===== src/mut_defines.vh =====
// Constants for the muting sequence controller: offsets, fields, resets, times
// What this block does
// - Concurrent: both leading-pair sensors occupied, any order, within sensor time starts muting.
// - Four-sensor modes start a cycle only with all sensors clear and curtain free.
// - L mode starts a cycle only with sensor_a1, sensor_a2 clear and curtain free.
// - Cycle timeout, ten seconds to unlimited, ends muting at once when it expires.
// - Without the enable option muting is always enabled and enable is ignored.
// - Enable/disable mode arms a cycle only on an enable rising edge.
// - Enable/disable mode: enable falling edge ends muting at once; a running blind time is not cut short.
// - Enable-only mode never ends muting by enable; enable must fall before re-arming.
// - Concurrent direction: A then B, B then A, or either order.
// - Sequential direction: sensor_a1 to sensor_b4, reverse, or either.
// - Close on curtain rising, or on the third sensor in travel order clearing.
// - Blind time holds curtain seen free after close; four-sensor modes curtain close only.
// - Reject activation when the activating pair interval exceeds the sensor time.
// - With minimum sensor time, require at least 150 ms between pair occupations.
// - L mode ends muting when the curtain is free after the sensors cleared.
// - L mode end timer starts at first sensor release and ends muting on expiry.
// - Sequential: sensors occupied strictly one after another, no limit between pairs.
// - Muting is a temporary automatic bypass of the protective curtain.
`ifndef MUT_DEFINES_VH
`define MUT_DEFINES_VH

// Clock and tick
`define MUT_CLK_NS 50
`define MUT_TICK_NS 1000000
`define MUT_CLK_PER_MS (`MUT_TICK_NS / `MUT_CLK_NS)
`define MUT_MS_PER_S 32'h000003E8
`define MUT_MIN_SENS_MS 13'h0096
`define MUT_MIN_TIMEOUT_S 16'h000A

// Register byte addresses
`define MUT_ADR_CTRL 8'h00
`define MUT_ADR_TIME0 8'h04
`define MUT_ADR_TIME1 8'h08
`define MUT_ADR_STAT 8'h0C

// Control fields
`define MUT_CTRL_MASK 32'h000001FF
`define MUT_CTRL_RST 32'h00000000
`define MUT_MODE_CONC 2'h0
`define MUT_MODE_SEQ 2'h1
`define MUT_MODE_L 2'h2
`define MUT_DIR_FWD 2'h0
`define MUT_DIR_REV 2'h1
`define MUT_F_CLOSE_SENSOR 4
`define MUT_F_EN_OPT 5
`define MUT_F_EN_ONLY 6
`define MUT_F_BLIND 7
`define MUT_F_MIN_ST 8

// Timing fields, all in milliseconds except the timeout in seconds
`define MUT_TIME0_MASK 32'h1FFF1FFF
`define MUT_TIME0_RST 32'h09C407D0
`define MUT_TIME1_MASK 32'h03FFFFFF
`define MUT_TIME1_RST 32'h00FA000A

// Status fields
`define MUT_F_REJECT 14

`endif


===== src/mut_ms_tick.v =====
// Millisecond enable divider for the muting controller
`timescale 1ns/10ps
`default_nettype none
module mut_ms_tick #(
  parameter DIV = 20000,
  parameter W = 15
) (
  input wire mclk,
  input wire sys_rst,
  output reg tick_q
);
  // End count is trimmed on purpose to the counter width
  localparam integer LAST_I = DIV - 1;
  localparam [W-1:0] LAST = LAST_I[W-1:0];
  reg [W-1:0] cnt_q;

  // One-cycle pulse every DIV clocks
  always @(posedge mclk) begin
    if (sys_rst) begin
      cnt_q <= {W{1'b0}};
      tick_q <= 1'b0;
    end else if (cnt_q == LAST) begin
      cnt_q <= {W{1'b0}};
      tick_q <= 1'b1;
    end else begin
      cnt_q <= cnt_q + {{(W-1){1'b0}}, 1'b1};
      tick_q <= 1'b0;
    end
  end
endmodule // mut_ms_tick
`default_nettype wire


===== src/mut_muting_ctrl.v =====
// Muting sequence controller with a classic Wishbone register slave
//
// Design decisions made here: the register offsets and register access over Wishbone.
`timescale 1ns/10ps
`default_nettype none
`include "mut_defines.vh"
module mut_muting_ctrl #(
  parameter CLK_PER_MS = `MUT_CLK_PER_MS
) (
  input wire mclk,
  input wire sys_rst,
  input wire wb_cyc_i,
  input wire wb_stb_i,
  input wire wb_we_i,
  input wire [7:0] wb_adr_i,
  input wire [31:0] wb_dat_i,
  input wire [3:0] wb_sel_i,
  output reg [31:0] wb_dat_o,
  output reg wb_ack_o,
  input wire sensor_a1,
  input wire sensor_a2,
  input wire sensor_b3,
  input wire sensor_b4,
  input wire curtain_in,
  input wire enable_in,
  output reg mute_out_q,
  output reg curtain_ok_q
);
  localparam [3:0] ST_IDLE = 4'h1;
  localparam [3:0] ST_FIRST = 4'h2;
  localparam [3:0] ST_MUTE = 4'h4;
  localparam [3:0] ST_BLIND = 4'h8;

  // Byte-lane merge for register writes
  function [31:0] wb_merge;
    input [31:0] old_v;
    input [31:0] new_v;
    input [3:0] sel;
    integer i;
    begin
      wb_merge = old_v;
      for (i = 0; i < 4; i = i + 1) begin
        if (sel[i]) begin
          wb_merge[i*8 +: 8] = new_v[i*8 +: 8];
        end
      end
    end
  endfunction

  reg [5:0] sync1_q, sync2_q, prev_q;
  reg [2:0] settle_q;
  reg [3:0] st_q, st_d;
  reg [31:0] ctrl_q, time0_q, time1_q, rd_d;
  reg [12:0] pair_ms_q, aux_ms_q;
  reg [31:0] cyc_ms_q;
  reg armed_q, ready_q, dir_rev_q, seen3_q, end_run_q, reject_q;
  reg abort_c;
  wire tick;
  wire [5:0] pin_raw;

  mut_ms_tick #(
    .DIV(CLK_PER_MS),
    .W(32)
  ) u_tick (
    .mclk(mclk),
    .sys_rst(sys_rst),
    .tick_q(tick)
  );

  // Pins are asynchronous to mclk, so every one passes two flops
  assign pin_raw = {enable_in, curtain_in, sensor_b4, sensor_b3, sensor_a2, sensor_a1};
  genvar g;
  generate
    for (g = 0; g < 6; g = g + 1) begin : g_sync
      always @(posedge mclk) begin
        if (sys_rst) begin
          sync1_q[g] <= 1'b0;
          sync2_q[g] <= 1'b0;
          prev_q[g] <= 1'b0;
        end else begin
          sync1_q[g] <= pin_raw[g];
          sync2_q[g] <= sync1_q[g];
          prev_q[g] <= sync2_q[g];
        end
      end
    end
  endgenerate

  // Edges are trusted only once the sync chain holds real pin values;
  // otherwise an enable held high through reset would look like a rise
  always @(posedge mclk) begin
    if (sys_rst) begin
      settle_q <= 3'h0;
    end else begin
      settle_q <= {settle_q[1:0], 1'b1};
    end
  end

  wire live = settle_q[2];
  wire cur = sync2_q[4];
  wire en = sync2_q[5];
  wire en_rise = live & en & ~prev_q[5];
  wire en_fall = live & ~en & prev_q[5];
  wire cur_rise = live & cur & ~prev_q[4];

  // Configuration decode
  wire [1:0] mode = ctrl_q[1:0];
  wire [1:0] dir = ctrl_q[3:2];
  wire mode_l = (mode == `MUT_MODE_L);
  wire mode_seq = (mode == `MUT_MODE_SEQ);
  wire close_sensor = ctrl_q[`MUT_F_CLOSE_SENSOR];
  wire en_opt = ctrl_q[`MUT_F_EN_OPT];
  wire en_only = ctrl_q[`MUT_F_EN_ONLY];
  wire [12:0] sens_ms = time0_q[12:0];
  wire [12:0] end_ms = time0_q[28:16];
  wire [15:0] to_s = time1_q[15:0];
  wire [12:0] blind_ms = {3'h0, time1_q[25:16]};
  wire [15:0] to_eff = (to_s < `MUT_MIN_TIMEOUT_S) ? `MUT_MIN_TIMEOUT_S : to_s;
  wire [31:0] to_ms = {16'h0000, to_eff} * `MUT_MS_PER_S;

  // L mode only looks at the first pair
  wire [3:0] sm = mode_l ? {2'h0, sync2_q[1:0]} : sync2_q[3:0];
  wire prelim = (sm == 4'h0) & cur;
  wire arm_ok = ~en_opt | armed_q;
  wire fwd_ok = (dir != `MUT_DIR_REV);
  wire rev_ok = (dir != `MUT_DIR_FWD) & ~mode_l;

  // Sequential start needs the outermost sensor alone; concurrent either of the pair
  wire start_fwd = fwd_ok & (mode_seq ? (sm == 4'h1) :
                   (sm[1:0] != 2'h0) & (sm[3:2] == 2'h0));
  wire start_rev = rev_ok & (mode_seq ? (sm == 4'h8) :
                   (sm[3:2] != 2'h0) & (sm[1:0] == 2'h0));

  // Leading and trailing pair as seen in the latched travel direction
  wire [1:0] lead = dir_rev_q ? sm[3:2] : sm[1:0];
  wire [1:0] other = dir_rev_q ? sm[1:0] : sm[3:2];
  wire first_bit = dir_rev_q ? sm[3] : sm[0];
  wire pair_done = (lead == 2'h3) & (other == 2'h0);
  wire too_late = (pair_ms_q > sens_ms);
  wire too_soon = ctrl_q[`MUT_F_MIN_ST] & (pair_ms_q < `MUT_MIN_SENS_MS);
  wire abort_first = (lead == 2'h0) | (other != 2'h0) | (mode_seq & ~first_bit) |
                     too_late | (pair_done & too_soon);

  // Third sensor in travel order and trailing-pair order check
  wire third = dir_rev_q ? sm[1] : sm[2];
  wire seq_bad = mode_seq & ~seen3_q &
                 (dir_rev_q ? (sm[0] & ~sm[1]) : (sm[3] & ~sm[2]));

  // Close conditions per mode
  wire close_4 = close_sensor ? (seen3_q & ~third) : cur_rise;
  wire close_l = (sm[1:0] == 2'h0) & cur;
  wire end_exp = end_run_q & (aux_ms_q >= end_ms);
  wire close_any = mode_l ? (close_l | end_exp) : close_4;
  wire blind_ok = ctrl_q[`MUT_F_BLIND] & (mode_l | ~close_sensor);
  wire blind_done = (aux_ms_q >= blind_ms);

  // Abnormal ends: timeout, or enable falling in enable/disable mode only
  wire to_hit = (to_s != 16'h0000) & (cyc_ms_q >= to_ms);
  wire dis_hit = en_opt & ~en_only & en_fall;
  wire kill = to_hit | dis_hit;

  // Next state
  always @* begin
    st_d = st_q;
    abort_c = 1'b0;
    case (st_q)
      ST_IDLE: begin
        if (ready_q && (start_fwd || start_rev)) begin
          st_d = ST_FIRST;
        end
      end
      ST_FIRST: begin
        if (kill || abort_first) begin
          st_d = ST_IDLE;
          abort_c = 1'b1;
        end else if (pair_done) begin
          st_d = ST_MUTE;
        end
      end
      ST_MUTE: begin
        if (kill || seq_bad) begin
          st_d = ST_IDLE;
          abort_c = 1'b1;
        end else if (close_any) begin
          st_d = blind_ok ? ST_BLIND : ST_IDLE;
        end
      end
      ST_BLIND: begin
        if (blind_done) begin
          st_d = ST_IDLE;
        end
      end
      default: begin
        st_d = ST_IDLE;
      end
    endcase
  end

  wire go_first = (st_q == ST_IDLE) & (st_d == ST_FIRST);
  wire go_mute = (st_q == ST_FIRST) & (st_d == ST_MUTE);

  // Sequencer registers and millisecond counters
  always @(posedge mclk) begin
    if (sys_rst) begin
      st_q <= ST_IDLE;
      armed_q <= 1'b0;
      ready_q <= 1'b0;
      dir_rev_q <= 1'b0;
      seen3_q <= 1'b0;
      end_run_q <= 1'b0;
      pair_ms_q <= 13'h0000;
      aux_ms_q <= 13'h0000;
      cyc_ms_q <= 32'h00000000;
      mute_out_q <= 1'b0;
      curtain_ok_q <= 1'b0;
    end else begin
      st_q <= st_d;
      // Only an edge arms; the set wins over a same-cycle consume
      if (en_opt && en_rise) begin
        armed_q <= 1'b1;
      end else if (go_mute || (dis_hit && !en_only) || !en_opt) begin
        armed_q <= 1'b0;
      end
      ready_q <= (st_q == ST_IDLE) & (st_d == ST_IDLE) & prelim & arm_ok;
      if (go_first) begin
        dir_rev_q <= start_rev;
      end
      if (go_first || st_q != ST_MUTE) begin
        seen3_q <= 1'b0;
      end else if (third) begin
        seen3_q <= 1'b1;
      end
      // End timer runs from the first release of a leading sensor
      if (st_q != ST_MUTE || st_d != ST_MUTE) begin
        end_run_q <= 1'b0;
      end else if (mode_l && lead != 2'h3) begin
        end_run_q <= 1'b1;
      end
      if (go_first) begin
        pair_ms_q <= 13'h0000;
      end else if (tick && st_q == ST_FIRST && pair_ms_q != 13'h1FFF) begin
        pair_ms_q <= pair_ms_q + 13'h0001;
      end
      // Aux counter serves the end timer and blind time, saturating
      if (st_d != st_q || (st_q == ST_MUTE && !end_run_q)) begin
        aux_ms_q <= 13'h0000;
      end else if (tick && aux_ms_q != 13'h1FFF) begin
        aux_ms_q <= aux_ms_q + 13'h0001;
      end
      if (go_first) begin
        cyc_ms_q <= 32'h00000000;
      end else if (tick && (st_q == ST_FIRST || st_q == ST_MUTE)) begin
        cyc_ms_q <= cyc_ms_q + 32'h00000001;
      end
      mute_out_q <= (st_d == ST_MUTE);
      // Curtain seen free while muting or blind, whatever its level
      curtain_ok_q <= cur | (st_d == ST_MUTE) | (st_d == ST_BLIND);
    end
  end

  // Wishbone classic slave: ack one cycle after the request, dropped next cycle
  wire wb_req = wb_cyc_i & wb_stb_i & ~wb_ack_o;
  wire wb_wr = wb_req & wb_we_i;
  wire [31:0] ctrl_new = wb_merge(ctrl_q, wb_dat_i, wb_sel_i);
  wire [31:0] time0_new = wb_merge(time0_q, wb_dat_i, wb_sel_i);
  wire [31:0] time1_new = wb_merge(time1_q, wb_dat_i, wb_sel_i);
  wire rej_clr = wb_wr & (wb_adr_i == `MUT_ADR_STAT) & wb_sel_i[1] & wb_dat_i[`MUT_F_REJECT];

  // Read mux; unmapped addresses read zero
  always @* begin
    case (wb_adr_i)
      `MUT_ADR_CTRL: rd_d = ctrl_q;
      `MUT_ADR_TIME0: rd_d = time0_q;
      `MUT_ADR_TIME1: rd_d = time1_q;
      `MUT_ADR_STAT: rd_d = {17'h00000, reject_q, en, cur, sync2_q[3:0],
                             dir_rev_q, armed_q, ready_q, mute_out_q, st_q};
      default: rd_d = 32'h00000000;
    endcase
  end

  always @(posedge mclk) begin
    if (sys_rst) begin
      wb_ack_o <= 1'b0;
      wb_dat_o <= 32'h00000000;
      ctrl_q <= `MUT_CTRL_RST;
      time0_q <= `MUT_TIME0_RST;
      time1_q <= `MUT_TIME1_RST;
      reject_q <= 1'b0;
    end else begin
      wb_ack_o <= wb_req;
      if (wb_req) begin
        wb_dat_o <= rd_d;
      end
      if (wb_wr && wb_adr_i == `MUT_ADR_CTRL) begin
        ctrl_q <= ctrl_new & `MUT_CTRL_MASK;
      end
      if (wb_wr && wb_adr_i == `MUT_ADR_TIME0) begin
        time0_q <= time0_new & `MUT_TIME0_MASK;
      end
      if (wb_wr && wb_adr_i == `MUT_ADR_TIME1) begin
        time1_q <= time1_new & `MUT_TIME1_MASK;
      end
      // Reject flag: a new reject wins over a same-cycle clear
      if (abort_c) begin
        reject_q <= 1'b1;
      end else if (rej_clr) begin
        reject_q <= 1'b0;
      end
    end
  end
endmodule // mut_muting_ctrl
`default_nettype wire


===== config.mk =====
export PLATFORM = sky130hd
export DESIGN_NAME = mut_muting_ctrl
export DESIGN_NICKNAME = d
export VERILOG_FILES = /design/src/mut_ms_tick.v /design/src/mut_muting_ctrl.v
export VERILOG_INCLUDE_DIRS = /design/src
export SDC_FILE = /design/constraint.sdc
export NUM_CORES = 1
export LEC_CHECK = 0
export BUFFER_PORTS_ARGS = -buffer_cell sky130_fd_sc_hd__buf_2
export CAP_MARGIN = 20
export CORE_ASPECT_RATIO = 0.8
export CORE_UTILIZATION = 45
export CTS_BUF_LIST = sky130_fd_sc_hd__clkbuf_8
export DETAILED_ROUTE_END_ITERATION = 7
export SYNTH_ARGS = -nofsm -noshare
export SYNTH_HDL_FRONTEND = slang
export SYNTH_SLANG_ARGS = --single-unit
export TNS_END_PERCENT = 10

===== constraint.sdc =====
create_clock -name mclk -period 8.8 [get_ports mclk]
set_input_delay 0.44 -clock mclk [delete_from_list [all_inputs] [get_ports mclk]]
set_output_delay 0.44 -clock mclk [all_outputs]
set_load 0.05 [all_outputs]

==> summary.txt <==
Worst setup path
  • WP data required: 9.27 ns
  • WS Path Type: flop to flop
  • Setup crit start kind: flop
  • Depth of the most critical reg-to-reg path: 33
  • CP dominant cell by count: fa_1
  • Reg-to-reg critical path startpoint: time1_q[11]
  • Worst-path maximum fanout: 13
  • Worst Path Arrival: 8.74 ns
  • R2r endpoint: aux_ms_q[10]
  • CP endpoint kind: flop
  • Worst path max stage delay: 0.59 ns
  • CP Buf/Inv Count: 6
  • Family with the most delay on the worst path: compound AO/OA/AOI/OAI gates
  • R2r setup slk: 0.52 ns
  • Critical-path top delay cell: or4_1

Layout
  • # fillers: 2762
  • Final #Nets: 1878
  • Area of the multi-input gates: 8350 µm²
  • Leading cell type in the layout, fill and taps excluded: dfxtp_1
  • Finished Core Util: 0.521
  • Register area: 4220 µm²
  • Area delta synth->final: 12.3%
  • Share of layout cells above drive strength 1: 0.120
  • ANT cells: 0
  • Most frequent cells in the layout: dfxtp_1, nor2_1, nand2_1

Hold path
  • Hold path startpoint: sensor_a1
  • Worst hold path class: primary input to flop
  • End of the worst hold path: sync1_q[0]
  • Worst hold stages: 2

Routing
  • Vias per cell: 5.48
  • Via count: 11200
  • Pre-antenna DRT Iters: 5
  • Iter 0 DRT Violations: 851
  • ANT nets after route: 0
  • Post-Route WL: 34.5 mm
  • Residual DRC count: 0
  • WL/cell: 16.8 µm

Logic synthesis
  • Syn avg cell area: 8.48 µm²
  • #FFs+latches synth: 211
  • Cell taking the most area after synthesis: dfxtp_1
  • Synth async-reset ratio: 0
  • Synth top area cells: dfxtp_1, ha_1, fa_1
  • Post-synth EDFFs: 0
  • Synth Cell Area: 13300 µm²
  • Cells after Synth: 1565
  • Cell variety after synth: 71
  • Seq/Total Area, Yosys: 0.318
  • Synth top area share: 0.318
  • Post-synth top flop: dfxtp_1
  • Synth warn: 0

Floorplanning
  • Die width: 194 µm
  • Row count: 55
  • Die area: 30200 µm²
  • Die height: 156 µm
  • Top-level I/O count: 90
  • Core Region: 28600 µm²
  • Starting Density: 0.464

Global route
  • Initial antenna violation count: 0
  • Gr usage total: 0.232
  • Global-route wire length before repair: 55.8 mm
  • Number of global-route vias before repair: 10400
  • Total gr overflow: 0
  • Largest net degree at the start of global routing: 101

Place
  • Final HPWL DP: 26.4 mm
  • Port bufs: 83
  • Global placement routability congestion: 0.901

STA
  • Endpoints failing setup: 0
  • Slew Viols, Final: 0
  • Worst-Margin Slew: 1.10 ns
  • Hold Vio Cnt, Final: 0
  • Final Skew: 0.0376 ns
  • Final Cycle Share: 0.941
  • Relative slew slack: 0.267
  • FMAX: 121 MHz
  • Final min period: 8.28 ns

Flow run
  • Max Cap Violations: 0

CTS
  • Reg clk slew, reported paths: 0.06 ns
  • TritonCTS clock tree: yes
  • Num CTS Buffers: 36
  • H-tree levels: 2
  • Root buf cell: clkbuf_8
  • # clock sinks: 211
  • Clock buffer depth: 3
  • Clock Latency Late Sink: 0.56 ns

Power and ir drop
  • Total power: 0.00194 W
  • Maximum vdd drop: 0.151 mV
  • Lkg Pwr: 6.41 nW
  • Power Density: 130 nW/µm²

Status
  • Outcome: finished clean
## cell families after synthesis
kind of cell | Yosys count | share of synthesized area
AO/OA/AOI/OAI | 249 | 0.125
other | 1 | 0.000283
flip-flops | 211 | 0.318
XOR/XNOR | 96 | 0.0633
multiplexers | 21 | 0.0200
AND/OR/NAND/NOR | 616 | 0.223
adder cells (fa/ha/maj) | 171 | 0.191
buffers and inverters | 200 | 0.0593
## sequential cells by signal, indices dropped and copies added, names as in the netlist, 6 cells and up
register / count
aux_ms_q: 13
ctrl_q: 9
cyc_ms_q: 32
pair_ms_q: 13
sync1_q: 6
time0_q: 26
time1_q: 26
u_tick.cnt_q: 32
wb_dat_o: 29
## layer usage
layer | vias up | part of all wire | track usage
met5 | - | 0 | 0
met4 | 0 | 0.013 | 0.0503
met3 | 44 | 0.075 | 0.0510
met2 | 300 | 0.41 | 0.341
met1 | 5306 | 0.50 | 0.344
li1 | 5572 | - | -
## report_power, final
group	internal, W	switching [W]
Clock	0.000488	0.000414
Combinational	0.0000224	0.0000500
Sequential	0.000961	0.00000472
Total	0.00147	0.000469
## cell usage after synthesis (4+ instances only)
master	instances
o21ai_1	4
a21oi_1	101
and2_1	7
nand4_1	34
a21o_1	10
o211ai_1	10
o31a_1	4
clkbuf_1	47
or2_2	4
xnor2_1	38
xor2_1	58
nand3_1	102
nor2_1	172
nand3b_1	4
or4_1	6
nand2_1	163
and4_1	5
mux2i_1	13
dfxtp_1	211
or3_1	13
o31ai_1	5
nor4_1	19
o21bai_1	4
a211oi_2	11
mux2_2	4
a31oi_1	5
o21ai_0	25
o21a_1	7
a211oi_1	7
inv_1	144
nor3_1	17
fa_1	53
ha_1	118
nor2b_1	28
mux4_2	4
nand2b_1	7
a221oi_1	6
and3_1	20
a22oi_1	21
## area by class of cell
type,count,area share
Multi-Input combinational cell,1156,0.560
Sequential cell,211,0.283
Clock buffer,48,0.0443
Timing Repair Buffer,103,0.0403
Inverter,144,0.0363
Tap cell,370,0.0311
Clock inverter,15,0.00478
## worst max path at each step
stage,start,endpoint,slack (ns),depth (start not counted)
finish,time1_q[11],aux_ms_q[10],0.52,33
global route,time1_q[11],aux_ms_q[11],-0.03,33
CTS,time1_q[11],aux_ms_q[12],0.18,31
detailed placement,time1_q[11],aux_ms_q[12],0.20,30
global placement,time1_q[11],aux_ms_q[10],0.24,31
floorplan,time1_q[11],aux_ms_q[0],1.06,34
## stage by stage
stage	hold slack, ns	TNS [ns]	cell area [µm²]	instances	setup WS [ns]
6_report	0.0971	0	14900	2047	0.523
5_1_grt	0.0752	-0.203	14900	2047	-0.0276
4_1_cts	0.0693	0	14800	2043	0.180
3_5_place_dp	0.424	0	14100	1980	0.198
3_3_place_gp	0.417	0	14100	1979	0.242
2_1_floorplan	0.414	0	13300	1567	1.06
## timing repair
action | CTS | global route
hold buffers | 0 | 0
buffers inserted | 0 | 4
gates resized for setup | 0 | 12
setup endpoints to repair | 0 | 22
Note: power is estimated with default switching activity, not from simulation.
